--- src/design/wkint_pkg.sv ---
// Package: register map, field positions, reset values and carrier types
package wkint_pkg;

  // ==========================================
  // Register bus geometry
  localparam int ADDR_W = 4;   // Word index width
  localparam int DATA_W = 8;   // Register width

  // ==========================================
  // Register offsets
  localparam logic [3:0] OFF_EDGE_SEL = 4'h0;  // wakeup_edge_select
  localparam logic [3:0] OFF_EN_ONE   = 4'h1;  // interrupt_enable_one
  localparam logic [3:0] OFF_EN_TWO   = 4'h2;  // interrupt_enable_two
  localparam logic [3:0] OFF_PEND_ONE = 4'h3;  // Pin request flags
  localparam logic [3:0] OFF_PEND_TWO = 4'h4;  // Peripheral request flags
  localparam logic [3:0] OFF_PEND_WK  = 4'h5;  // Wakeup request flags
  localparam logic [3:0] OFF_STATUS   = 4'h6;  // Sticky event status
  localparam logic [3:0] OFF_MASK     = 4'h7;  // Event interrupt mask

  // ==========================================
  // Field positions, enable register one
  localparam int B1_ALARM = 7;  // clock_alarm_int_enable
  localparam int B1_RSV   = 6;  // Reads as one
  localparam int B1_WAKE  = 5;  // wake_group_int_enable
  localparam int B1_EXT4  = 4;  // ext_int_4_enable
  localparam int B1_EXT3  = 3;  // ext_int_3_enable
  localparam int B1_EDGE  = 2;  // edge_counter_pin_int_enable
  localparam int B1_EXT1  = 1;  // ext_int_1_enable
  localparam int B1_EXT0  = 0;  // ext_int_0_enable

  // ==========================================
  // Field positions, enable register two
  localparam int B2_DT    = 7;  // direct_transition_int_enable
  localparam int B2_CONV  = 6;  // converter_done_int_enable
  localparam int B2_SPARE = 5;  // Plain storage bit
  localparam int B2_RSV4  = 4;  // Reads as one
  localparam int B2_TFH   = 3;  // timer_f_high_int_enable
  localparam int B2_TFL   = 2;  // timer_f_low_int_enable
  localparam int B2_RSV1  = 1;  // Reads as one
  localparam int B2_EVC   = 0;  // event_counter_int_enable

  // ==========================================
  // Reset values and implemented-bit masks
  localparam logic [7:0] RST_EDGE_SEL = 8'h00;
  localparam logic [7:0] RST_EN_ONE   = 8'h40;
  localparam logic [7:0] RST_EN_TWO   = 8'h12;
  localparam logic [7:0] RST_ZERO     = 8'h00;
  localparam logic [7:0] FIX_EN_ONE   = 8'h40;  // Bits forced to one on read
  localparam logic [7:0] FIX_EN_TWO   = 8'h12;
  localparam logic [7:0] IMP_PEND_ONE = 8'h1f;  // Writable flag bits
  localparam logic [7:0] FIX_PEND_ONE = 8'he0;
  localparam logic [7:0] IMP_PEND_TWO = 8'hcd;
  localparam logic [7:0] FIX_PEND_TWO = 8'h10;
  localparam logic [7:0] IMP_STATUS   = 8'h7f;

  // ==========================================
  // Status event bit positions
  localparam int S_WAKE = 0;
  localparam int S_EXT  = 1;
  localparam int S_EDGE = 2;
  localparam int S_DT   = 3;
  localparam int S_CONV = 4;
  localparam int S_TMRF = 5;
  localparam int S_EVC  = 6;

  // ==========================================
  // Peripheral request events, one-cycle pulses
  typedef struct packed {
    logic ext4;       // ext_int_pin_4 edge seen
    logic ext3;
    logic edgeCnt;    // edge_counter_int_pin edge seen
    logic ext1;
    logic ext0;
    logic directTr;
    logic convDone;
    logic tmrFHigh;
    logic tmrFLow;
    logic evCnt;
  } wkint_src_t;

  // Requests forwarded to the CPU acceptance logic
  typedef struct packed {
    logic       clockAlarm;
    logic [7:0] wake;
    logic       ext4;
    logic       ext3;
    logic       edgeCnt;
    logic       ext1;
    logic       ext0;
    logic       directTr;
    logic       convDone;
    logic       tmrFHigh;
    logic       tmrFLow;
    logic       evCnt;
  } wkint_req_t;

endpackage : wkint_pkg

--- src/design/wkint_edge_det.sv ---
// Wakeup pin synchroniser and selectable edge detector
`timescale 1ns/1ps
module wkint_edge_det (
  // Clock and reset
  input  wire logic       clk,
  input  wire logic       sys_rst,
  input  wire logic       ce,
  // Pins and edge choice
  input  wire logic [7:0] wakePin,
  input  wire logic [7:0] edgeSel,
  // Detected edges
  output logic      [7:0] edgeSeen
);
  import wkint_pkg::*;

  logic [7:0] syncA;  // First stage, read only by syncB
  logic [7:0] syncB;  // Second stage
  logic [7:0] prevB;  // Previous settled level

  // ==========================================
  // Two-stage synchroniser plus history
  always_ff @(posedge clk or posedge sys_rst) begin
    if (sys_rst) begin
      syncA <= RST_ZERO;
      syncB <= RST_ZERO;
      prevB <= RST_ZERO;
    end else if (ce) begin
      syncA <= wakePin;
      syncB <= syncA;
      prevB <= syncB;
    end
  end

  // Select chooses rising (1) or falling (0) per pin
  always_comb begin
    edgeSeen = (edgeSel & syncB & ~prevB) | (~edgeSel & ~syncB & prevB);
  end

endmodule : wkint_edge_det

--- src/design/wkint_ctrl.sv ---
// Wakeup edge select and interrupt enable block with request flags
`timescale 1ns/1ps
module wkint_ctrl (
  // Clock, reset, enable
  input  wire logic                   clk,
  input  wire logic                   sys_rst,
  input  wire logic                   ce,
  // Register port
  input  wire logic [3:0]             addr,
  input  wire logic [7:0]             wrData,
  input  wire logic                   wrEn,
  input  wire logic                   rdEn,
  output logic      [7:0]             rdData,
  // Request sources
  input  wire logic [7:0]             wakePin,
  input  wire logic [7:0]             wakePinIsInt,
  input  wire wkint_pkg::wkint_src_t  srcEvent,
  input  wire logic                   clockAlarmReq,
  // Toward CPU and system
  output wkint_pkg::wkint_req_t       cpuReq,
  output logic                        irqOut
);
  import wkint_pkg::*;

  // ==========================================
  // Registers
  logic [7:0] edgeSel_reg;   // wakeup_edge_select
  logic [7:0] enOne_reg;     // interrupt_enable_one storage
  logic [7:0] enTwo_reg;     // interrupt_enable_two storage
  logic [7:0] pendOne_reg;   // Pin request flags
  logic [7:0] pendTwo_reg;   // Peripheral request flags
  logic [7:0] pendWk_reg;    // Wakeup request flags
  logic [7:0] status_reg;    // Sticky events
  logic [7:0] mask_reg;      // Event mask
  logic [7:0] rdData_reg;    // Read answer
  wkint_req_t req_reg;       // Registered requests
  logic       irq_reg;       // Registered interrupt

  // ==========================================
  // Decoded strobes and event vectors
  logic [7:0] wakeEdge;      // Edges from the detector
  logic [7:0] setOne;        // Flag sets, register one
  logic [7:0] setTwo;        // Flag sets, register two
  logic [7:0] setWk;         // Flag sets, wake
  logic [7:0] evt;           // Status events
  wkint_req_t reqNext;       // Gated requests

  // Write strobe for one offset
  function automatic logic hit(input logic [3:0] a, input logic [3:0] off);
    hit = (a == off);
  endfunction : hit

  // Flag update: write-zero clear, set wins over clear
  function automatic logic [7:0] flagNext(input logic [7:0] cur, input logic wr,
                                          input logic [7:0] wd, input logic [7:0] set,
                                          input logic [7:0] imp);
    flagNext = (((wr ? (cur & wd) : cur) | set) & imp);
  endfunction : flagNext

  // ==========================================
  // Wakeup pin edge detection
  wkint_edge_det u_edge (
    .clk      (clk),
    .sys_rst  (sys_rst),
    .ce       (ce),
    .wakePin  (wakePin),
    .edgeSel  (edgeSel_reg),
    .edgeSeen (wakeEdge)
  );

  // Set vectors; only pins in interrupt mode raise flags
  always_comb begin
    setWk  = wakeEdge & wakePinIsInt;
    setOne = {3'h0, srcEvent.ext4, srcEvent.ext3, srcEvent.edgeCnt,
              srcEvent.ext1, srcEvent.ext0};
    setTwo = {srcEvent.directTr, srcEvent.convDone, 2'h0,
              srcEvent.tmrFHigh, srcEvent.tmrFLow, 1'h0, srcEvent.evCnt};
    evt         = RST_ZERO;
    evt[S_WAKE] = |setWk;
    evt[S_EXT]  = srcEvent.ext4 | srcEvent.ext3 | srcEvent.ext1 | srcEvent.ext0;
    evt[S_EDGE] = srcEvent.edgeCnt;
    evt[S_DT]   = srcEvent.directTr;
    evt[S_CONV] = srcEvent.convDone;
    evt[S_TMRF] = srcEvent.tmrFHigh | srcEvent.tmrFLow;
    evt[S_EVC]  = srcEvent.evCnt;
  end

  // ==========================================
  // Edge select register
  always_ff @(posedge clk or posedge sys_rst) begin
    if (sys_rst) begin
      edgeSel_reg <= RST_EDGE_SEL;
    end else if (ce && wrEn && hit(addr, OFF_EDGE_SEL)) begin
      edgeSel_reg <= wrData;
    end
  end

  // ==========================================
  // Enable registers; fixed bits never stored as zero
  always_ff @(posedge clk or posedge sys_rst) begin
    if (sys_rst) begin
      enOne_reg <= RST_EN_ONE;
      enTwo_reg <= RST_EN_TWO;
    end else if (ce && wrEn) begin
      if (hit(addr, OFF_EN_ONE)) begin
        enOne_reg <= wrData | FIX_EN_ONE;
      end
      if (hit(addr, OFF_EN_TWO)) begin
        enTwo_reg <= wrData | FIX_EN_TWO;
      end
    end
  end

  // ==========================================
  // Request flags; a same-cycle edge survives a clear
  always_ff @(posedge clk or posedge sys_rst) begin
    if (sys_rst) begin
      pendOne_reg <= RST_ZERO;
      pendTwo_reg <= RST_ZERO;
      pendWk_reg  <= RST_ZERO;
    end else if (ce) begin
      pendOne_reg <= flagNext(pendOne_reg, wrEn && hit(addr, OFF_PEND_ONE),
                              wrData, setOne, IMP_PEND_ONE);
      pendTwo_reg <= flagNext(pendTwo_reg, wrEn && hit(addr, OFF_PEND_TWO),
                              wrData, setTwo, IMP_PEND_TWO);
      pendWk_reg  <= flagNext(pendWk_reg, wrEn && hit(addr, OFF_PEND_WK),
                              wrData, setWk, 8'hff);
    end
  end

  // ==========================================
  // Event status (write one clears) and mask
  always_ff @(posedge clk or posedge sys_rst) begin
    if (sys_rst) begin
      status_reg <= RST_ZERO;
      mask_reg   <= RST_ZERO;
    end else if (ce) begin
      status_reg <= ((wrEn && hit(addr, OFF_STATUS)) ? (status_reg & ~wrData)
                                                     : status_reg) | evt;
      if (wrEn && hit(addr, OFF_MASK)) begin
        mask_reg <= wrData & IMP_STATUS;
      end
    end
  end

  // ==========================================
  // Request gating: flag (clock alarm: request level) and enable both required
  always_comb begin
    reqNext            = '0;
    reqNext.clockAlarm = clockAlarmReq & enOne_reg[B1_ALARM];
    reqNext.wake       = pendWk_reg & {8{enOne_reg[B1_WAKE]}};
    reqNext.ext4       = pendOne_reg[4] & enOne_reg[B1_EXT4];
    reqNext.ext3       = pendOne_reg[3] & enOne_reg[B1_EXT3];
    reqNext.edgeCnt    = pendOne_reg[2] & enOne_reg[B1_EDGE];
    reqNext.ext1       = pendOne_reg[1] & enOne_reg[B1_EXT1];
    reqNext.ext0       = pendOne_reg[0] & enOne_reg[B1_EXT0];
    reqNext.directTr   = pendTwo_reg[7] & enTwo_reg[B2_DT];
    reqNext.convDone   = pendTwo_reg[6] & enTwo_reg[B2_CONV];
    reqNext.tmrFHigh   = pendTwo_reg[3] & enTwo_reg[B2_TFH];
    reqNext.tmrFLow    = pendTwo_reg[2] & enTwo_reg[B2_TFL];
    reqNext.evCnt      = pendTwo_reg[0] & enTwo_reg[B2_EVC];
  end

  // Outputs come from flops, one cycle behind the flags
  always_ff @(posedge clk or posedge sys_rst) begin
    if (sys_rst) begin
      req_reg <= '0;
      irq_reg <= 1'b0;
    end else if (ce) begin
      req_reg <= reqNext;
      irq_reg <= |(status_reg & mask_reg);
    end
  end

  // ==========================================
  // Read port; data stands one cycle, else zero
  always_ff @(posedge clk or posedge sys_rst) begin
    if (sys_rst) begin
      rdData_reg <= RST_ZERO;
    end else if (ce) begin
      if (!rdEn) begin
        rdData_reg <= RST_ZERO;
      end else begin
        unique case (addr)
          OFF_EDGE_SEL: rdData_reg <= edgeSel_reg;
          OFF_EN_ONE:   rdData_reg <= enOne_reg | FIX_EN_ONE;
          OFF_EN_TWO:   rdData_reg <= enTwo_reg | FIX_EN_TWO;
          OFF_PEND_ONE: rdData_reg <= pendOne_reg | FIX_PEND_ONE;
          OFF_PEND_TWO: rdData_reg <= pendTwo_reg | FIX_PEND_TWO;
          OFF_PEND_WK:  rdData_reg <= pendWk_reg;
          OFF_STATUS:   rdData_reg <= status_reg;
          OFF_MASK:     rdData_reg <= mask_reg;
          default:      rdData_reg <= RST_ZERO;  // Unmapped reads zero
        endcase
      end
    end
  end

  assign rdData = rdData_reg;
  assign cpuReq = req_reg;
  assign irqOut = irq_reg;
endmodule : wkint_ctrl

--- config.mk ---
export PLATFORM = sky130hd
export DESIGN_NAME = wkint_ctrl
export DESIGN_NICKNAME = d
export VERILOG_FILES = /design/src/design/wkint_pkg.sv /design/src/design/wkint_edge_det.sv /design/src/design/wkint_ctrl.sv
export SDC_FILE = /design/constraint.sdc
export NUM_CORES = 1
export LEC_CHECK = 0
export BUFFER_PORTS_ARGS = -buffer_cell sky130_fd_sc_hd__buf_4
export CAP_MARGIN = 20
export CORE_MARGIN = 4
export CORE_UTILIZATION = 53
export CTS_BUF_LIST = sky130_fd_sc_hd__clkbuf_2
export DETAILED_ROUTE_END_ITERATION = 12
export MAX_ROUTING_LAYER = met4
export PLACE_DENSITY = 0.78
export SETUP_SLACK_MARGIN = 0.15
export SYNTH_ARGS = -nofsm -noshare
export SYNTH_HDL_FRONTEND = slang
export SYNTH_SLANG_ARGS = --single-unit
--- constraint.sdc ---
create_clock -name clk -period 3.4 [get_ports clk]
set_clock_uncertainty 0.2 [all_clocks]
set_input_delay 0.34 -clock clk [delete_from_list [all_inputs] [get_ports clk]]
set_output_delay 0.34 -clock clk [all_outputs]
set_load 0.02 [all_outputs]
==> impl_metrics.py <==
metrics = {
    "run_status": {
        "outcome": "completed",
    },
    "setup_path": {
        "r2r_start": "edgeSel_reg[2]$_DFFE_PP0P_",
        "cpPeakStageDelay_ns": 0.57,
        "required_ns": 3.65,
        "reg2reg_to": "status_reg[0]$_DFFE_PP0P_",
        "cp_max_fo": 33,
        "cp_slowest_cell": "dlygate4sd3_1",
        "worst_ep_arrival_time_ns": 3.05,
        "worstSetupPathType": "input pin to flip-flop",
        "r2r_setup_slack_ns": 1.53,
        "cp-end-kind": "flip-flop",
        "crit_path_cell_trace": "dlygate4sd3_1 -> buf_4 -> inv_1 -> nor4b_4 -> nand3_1 -> o21ai_0 -> nand2_1 -> dlygate4sd3_1",
        "start_kind": "input pin",
        "cpMostUsedCell": "dlygate4sd3_1",
        "r2r_cells": 5,
    },
    "sta": {
        "fmax_ghz": 0.357,
        "setup_viol": 0,
        "rsz0062_at_grt": "no",
        "period_minus_slack_ns": 2.80,
        "slew_viol_final": 0,
        "hold_violations": 0,
        "tightest_slew_ns": 0.540,
        "fin_crit_sh_pct": 82.4,
        "setup_tns_ns": 0,
        "relSlewSlack_pct": 64.0,
    },
    "pwr": {
        "swShare_pct": 29.9,
        "leakage_nw": 2.63,
        "p_sw_uw": 867,
        "internal_power_mw": 2.03,
        "p_total_mw": 2.90,
        "ir_drop_v": 0.000293,
        "p_seq_share_pct": 55.6,
        "power_frac_comb_pct": 22.4,
        "cellPowerDensity_nw_per_um2": 483,
        "p_clk_share_pct": 22.0,
    },
    "route": {
        "route.detailed.drc": 0,
        "avgRoutedWirePerCell_um": 18.4,
        "drt_wl_total_um": 11800,
        "first_iter_violations": 416,
        "drt_first_pass_iters": 5,
        "via_count": 3700,
        "viasPerCell": 5.75,
        "ant_nets": 0,
    },
    "finish": {
        "stdcell_count": 643,
        "area_delta_synth_final_pct": 27.5,
        "fin_area_sq_um": 6000,
        "largest_reg_flops": 19,
        "drive_above_1_share_pct": 28.2,
        "layout_common_cells": "106 x dfrtp_1, 72 x buf_4, 55 x o21ai_0, 55 x dlygate4sd3_1",
        "diodes": 0,
        "fin_nets": 574,
        "layout_commonest_cell": "dfrtp_1",
    },
    "synth": {
        "synth_edf_count": 0,
        "synth_warnings": 0,
        "synth_fp_nets": 455,
        "syn_inst": 411,
        "ys_async_sr_fraction_pct": 100,
        "synth_cell_type_count": 40,
        "mappedNetlistArea_sq_um": 4710,
        "synth-seq-cells": 106,
        "synth-seq-area-share_pct": 56.3,
        "synth_ff_type": "dfrtp_1",
        "syn_area_per_cell_sq_um": 11.5,
    },
    "clock_tree": {
        "cts.sinks": 106,
        "cts_tree": "built",
        "worstSkewPairLatency_ns": 0.55,
        "clk_pin_slew_ns": 0.25,
        "cts_buffers": 9,
        "root_buffer": "clkbuf_2",
        "ctsResizeCount": 0,
        "htree_levels": 3,
        "clock_path_buffers": 2,
    },
    "placement": {
        "place_congestion": 0.876,
        "portBuffers": 71,
        "place_inst": 572,
        "placed_area_sq_um": 5320,
        "post-dp-hpwl_um": 7740,
    },
    "floorplan": {
        "start_util_pct": 54.3,
        "fp.coreArea_sq_um": 8680,
        "die_h_um": 102,
        "io_pins": 72,
        "die_area_sq_um": 10500,
        "die_w_um": 102,
        "rows": 34,
    },
    "flow_run": {
        "max_cap_violations": 0,
    },
    "grt": {
        "grt_first_pass_wirelength_um": 18800,
        "grt.total_usage_pct": 24.3,
        "grt-ovfl-total": 0,
        "grt_start_max_net_pins": 107,
        "grt_pass1_vias": 3659,
        "antenna_found_initial": 0,
    },
    "hold_path": {
        "hold_path_startpoint": "addr[0]",
        "min_to": "rdData[4]$_DFFE_PP0P_",
        "hold_depth": 3,
        "holdCritPathClass": "input pin to flip-flop",
    },
}
## final cells by class
class | count | area [sq um]
Clock buffer | 10 | 50.0
Clock inverter | 6 | 81.3
Fill cell | 657 | 2680
Inverter | 25 | 97.6
Multi-Input combinational cell | 260 | 1870
Sequential cell | 106 | 2650
Tap cell | 108 | 135
Timing Repair Buffer | 128 | 1110
## cell usage after synthesis (2+ instances only)
library cell  count  area [sq um]
nand2_1          51           191
o2bb2ai_1         7          61.3
dfrtp_1         106          2650
nand3_1          21           105
o22ai_1           3          18.8
nor2b_1           4          25.0
a22o_1            3          26.3
a22oi_1           3          22.5
mux2i_1           4          40.0
inv_1            25          93.8
a21oi_1           7          35.0
nor3b_1           7          52.6
a31oi_1           3          18.8
mux4_2            8           180
buf_2             8          40.0
clkbuf_1         10          37.5
nand4b_1          2          17.5
o31ai_1           2          15.0
nor2_1            7          26.3
and3b_1           6          52.6
o21ai_0          55           275
mux2_2           51           574
## worst max-delay path by stage
stage                  from                         end  slack, ns  cells after the start
floorplan           sys_rst       cpuReq[0]$_DFFE_PP0P_       1.59                      1
global placement         ce    enOne_reg[3]$_DFFE_PP0P_       1.07                      5
detailed placement       ce    enOne_reg[3]$_DFFE_PP0P_       0.98                      5
CTS                      ce  pendOne_reg[1]$_DFFE_PP0P_       0.69                      8
global route             ce  pendOne_reg[1]$_DFFE_PP0P_       0.46                      8
finish                   ce  pendOne_reg[1]$_DFFE_PP0P_       0.60                      8
## cells by family (layout without fill, tap and decap cells)
kind of cell / count (synthesis) / in the layout / synth area share, %
AO/OA/AOI/OAI: 89 / 89 / 11.1
multiplexers: 63 / 63 / 16.9
flip-flops: 106 / 106 / 56.3
AND/OR/NAND/NOR: 108 / 108 / 11.8
buffers and inverters: 45 / 169 / 3.88
## critical path: cells and delay by family
family                 cells  cell delay [ns]
buffers and inverters      4             1.72
and+or+nand+nor            3             0.78
AOI/OAI and AO/OA          1             0.20
## metal layers
layer  track usage (%)  part of all wire, %  vias up
met3              3.00                  6.5       27
li1                  -                    -     1696
met5                 -                    0        -
met2              37.7                   48      137
met1              33.3                   43     1840
met4              8.78                  2.5        0
## power groups by stage
stage | logic, mW | registers [mW] | clock network, mW
3_5_place_dp | 0.602 | 1.63 | 0
3_3_place_gp | 0.586 | 1.62 | 0
6_report | 0.649 | 1.61 | 0.639
5_1_grt | 0.708 | 1.63 | 0.699
2_1_floorplan | 0.330 | 1.64 | 0
4_1_cts | 0.650 | 1.61 | 0.647
## what timing repair did
| item | in CTS | in global routing |
|---|---|---|
| hold endpoints to repair | 177 | 0 |
| setup buffers | 0 | 0 |
| setup endpoints to repair | 0 | 0 |
| hold buffers | 55 | 0 |
## per-stage QoR
stage	setup WS (ns)	utilization, %	hold slack [ns]
finish	0.598	69.1	0.0275
detailed placement	0.976	61.3	0.278
floorplan	1.59	-	0.242
global route	0.460	69.1	0.00562
CTS	0.688	69.1	0.00737
global placement	1.07	61.3	0.276
Power figures use the tool's default switching activity.
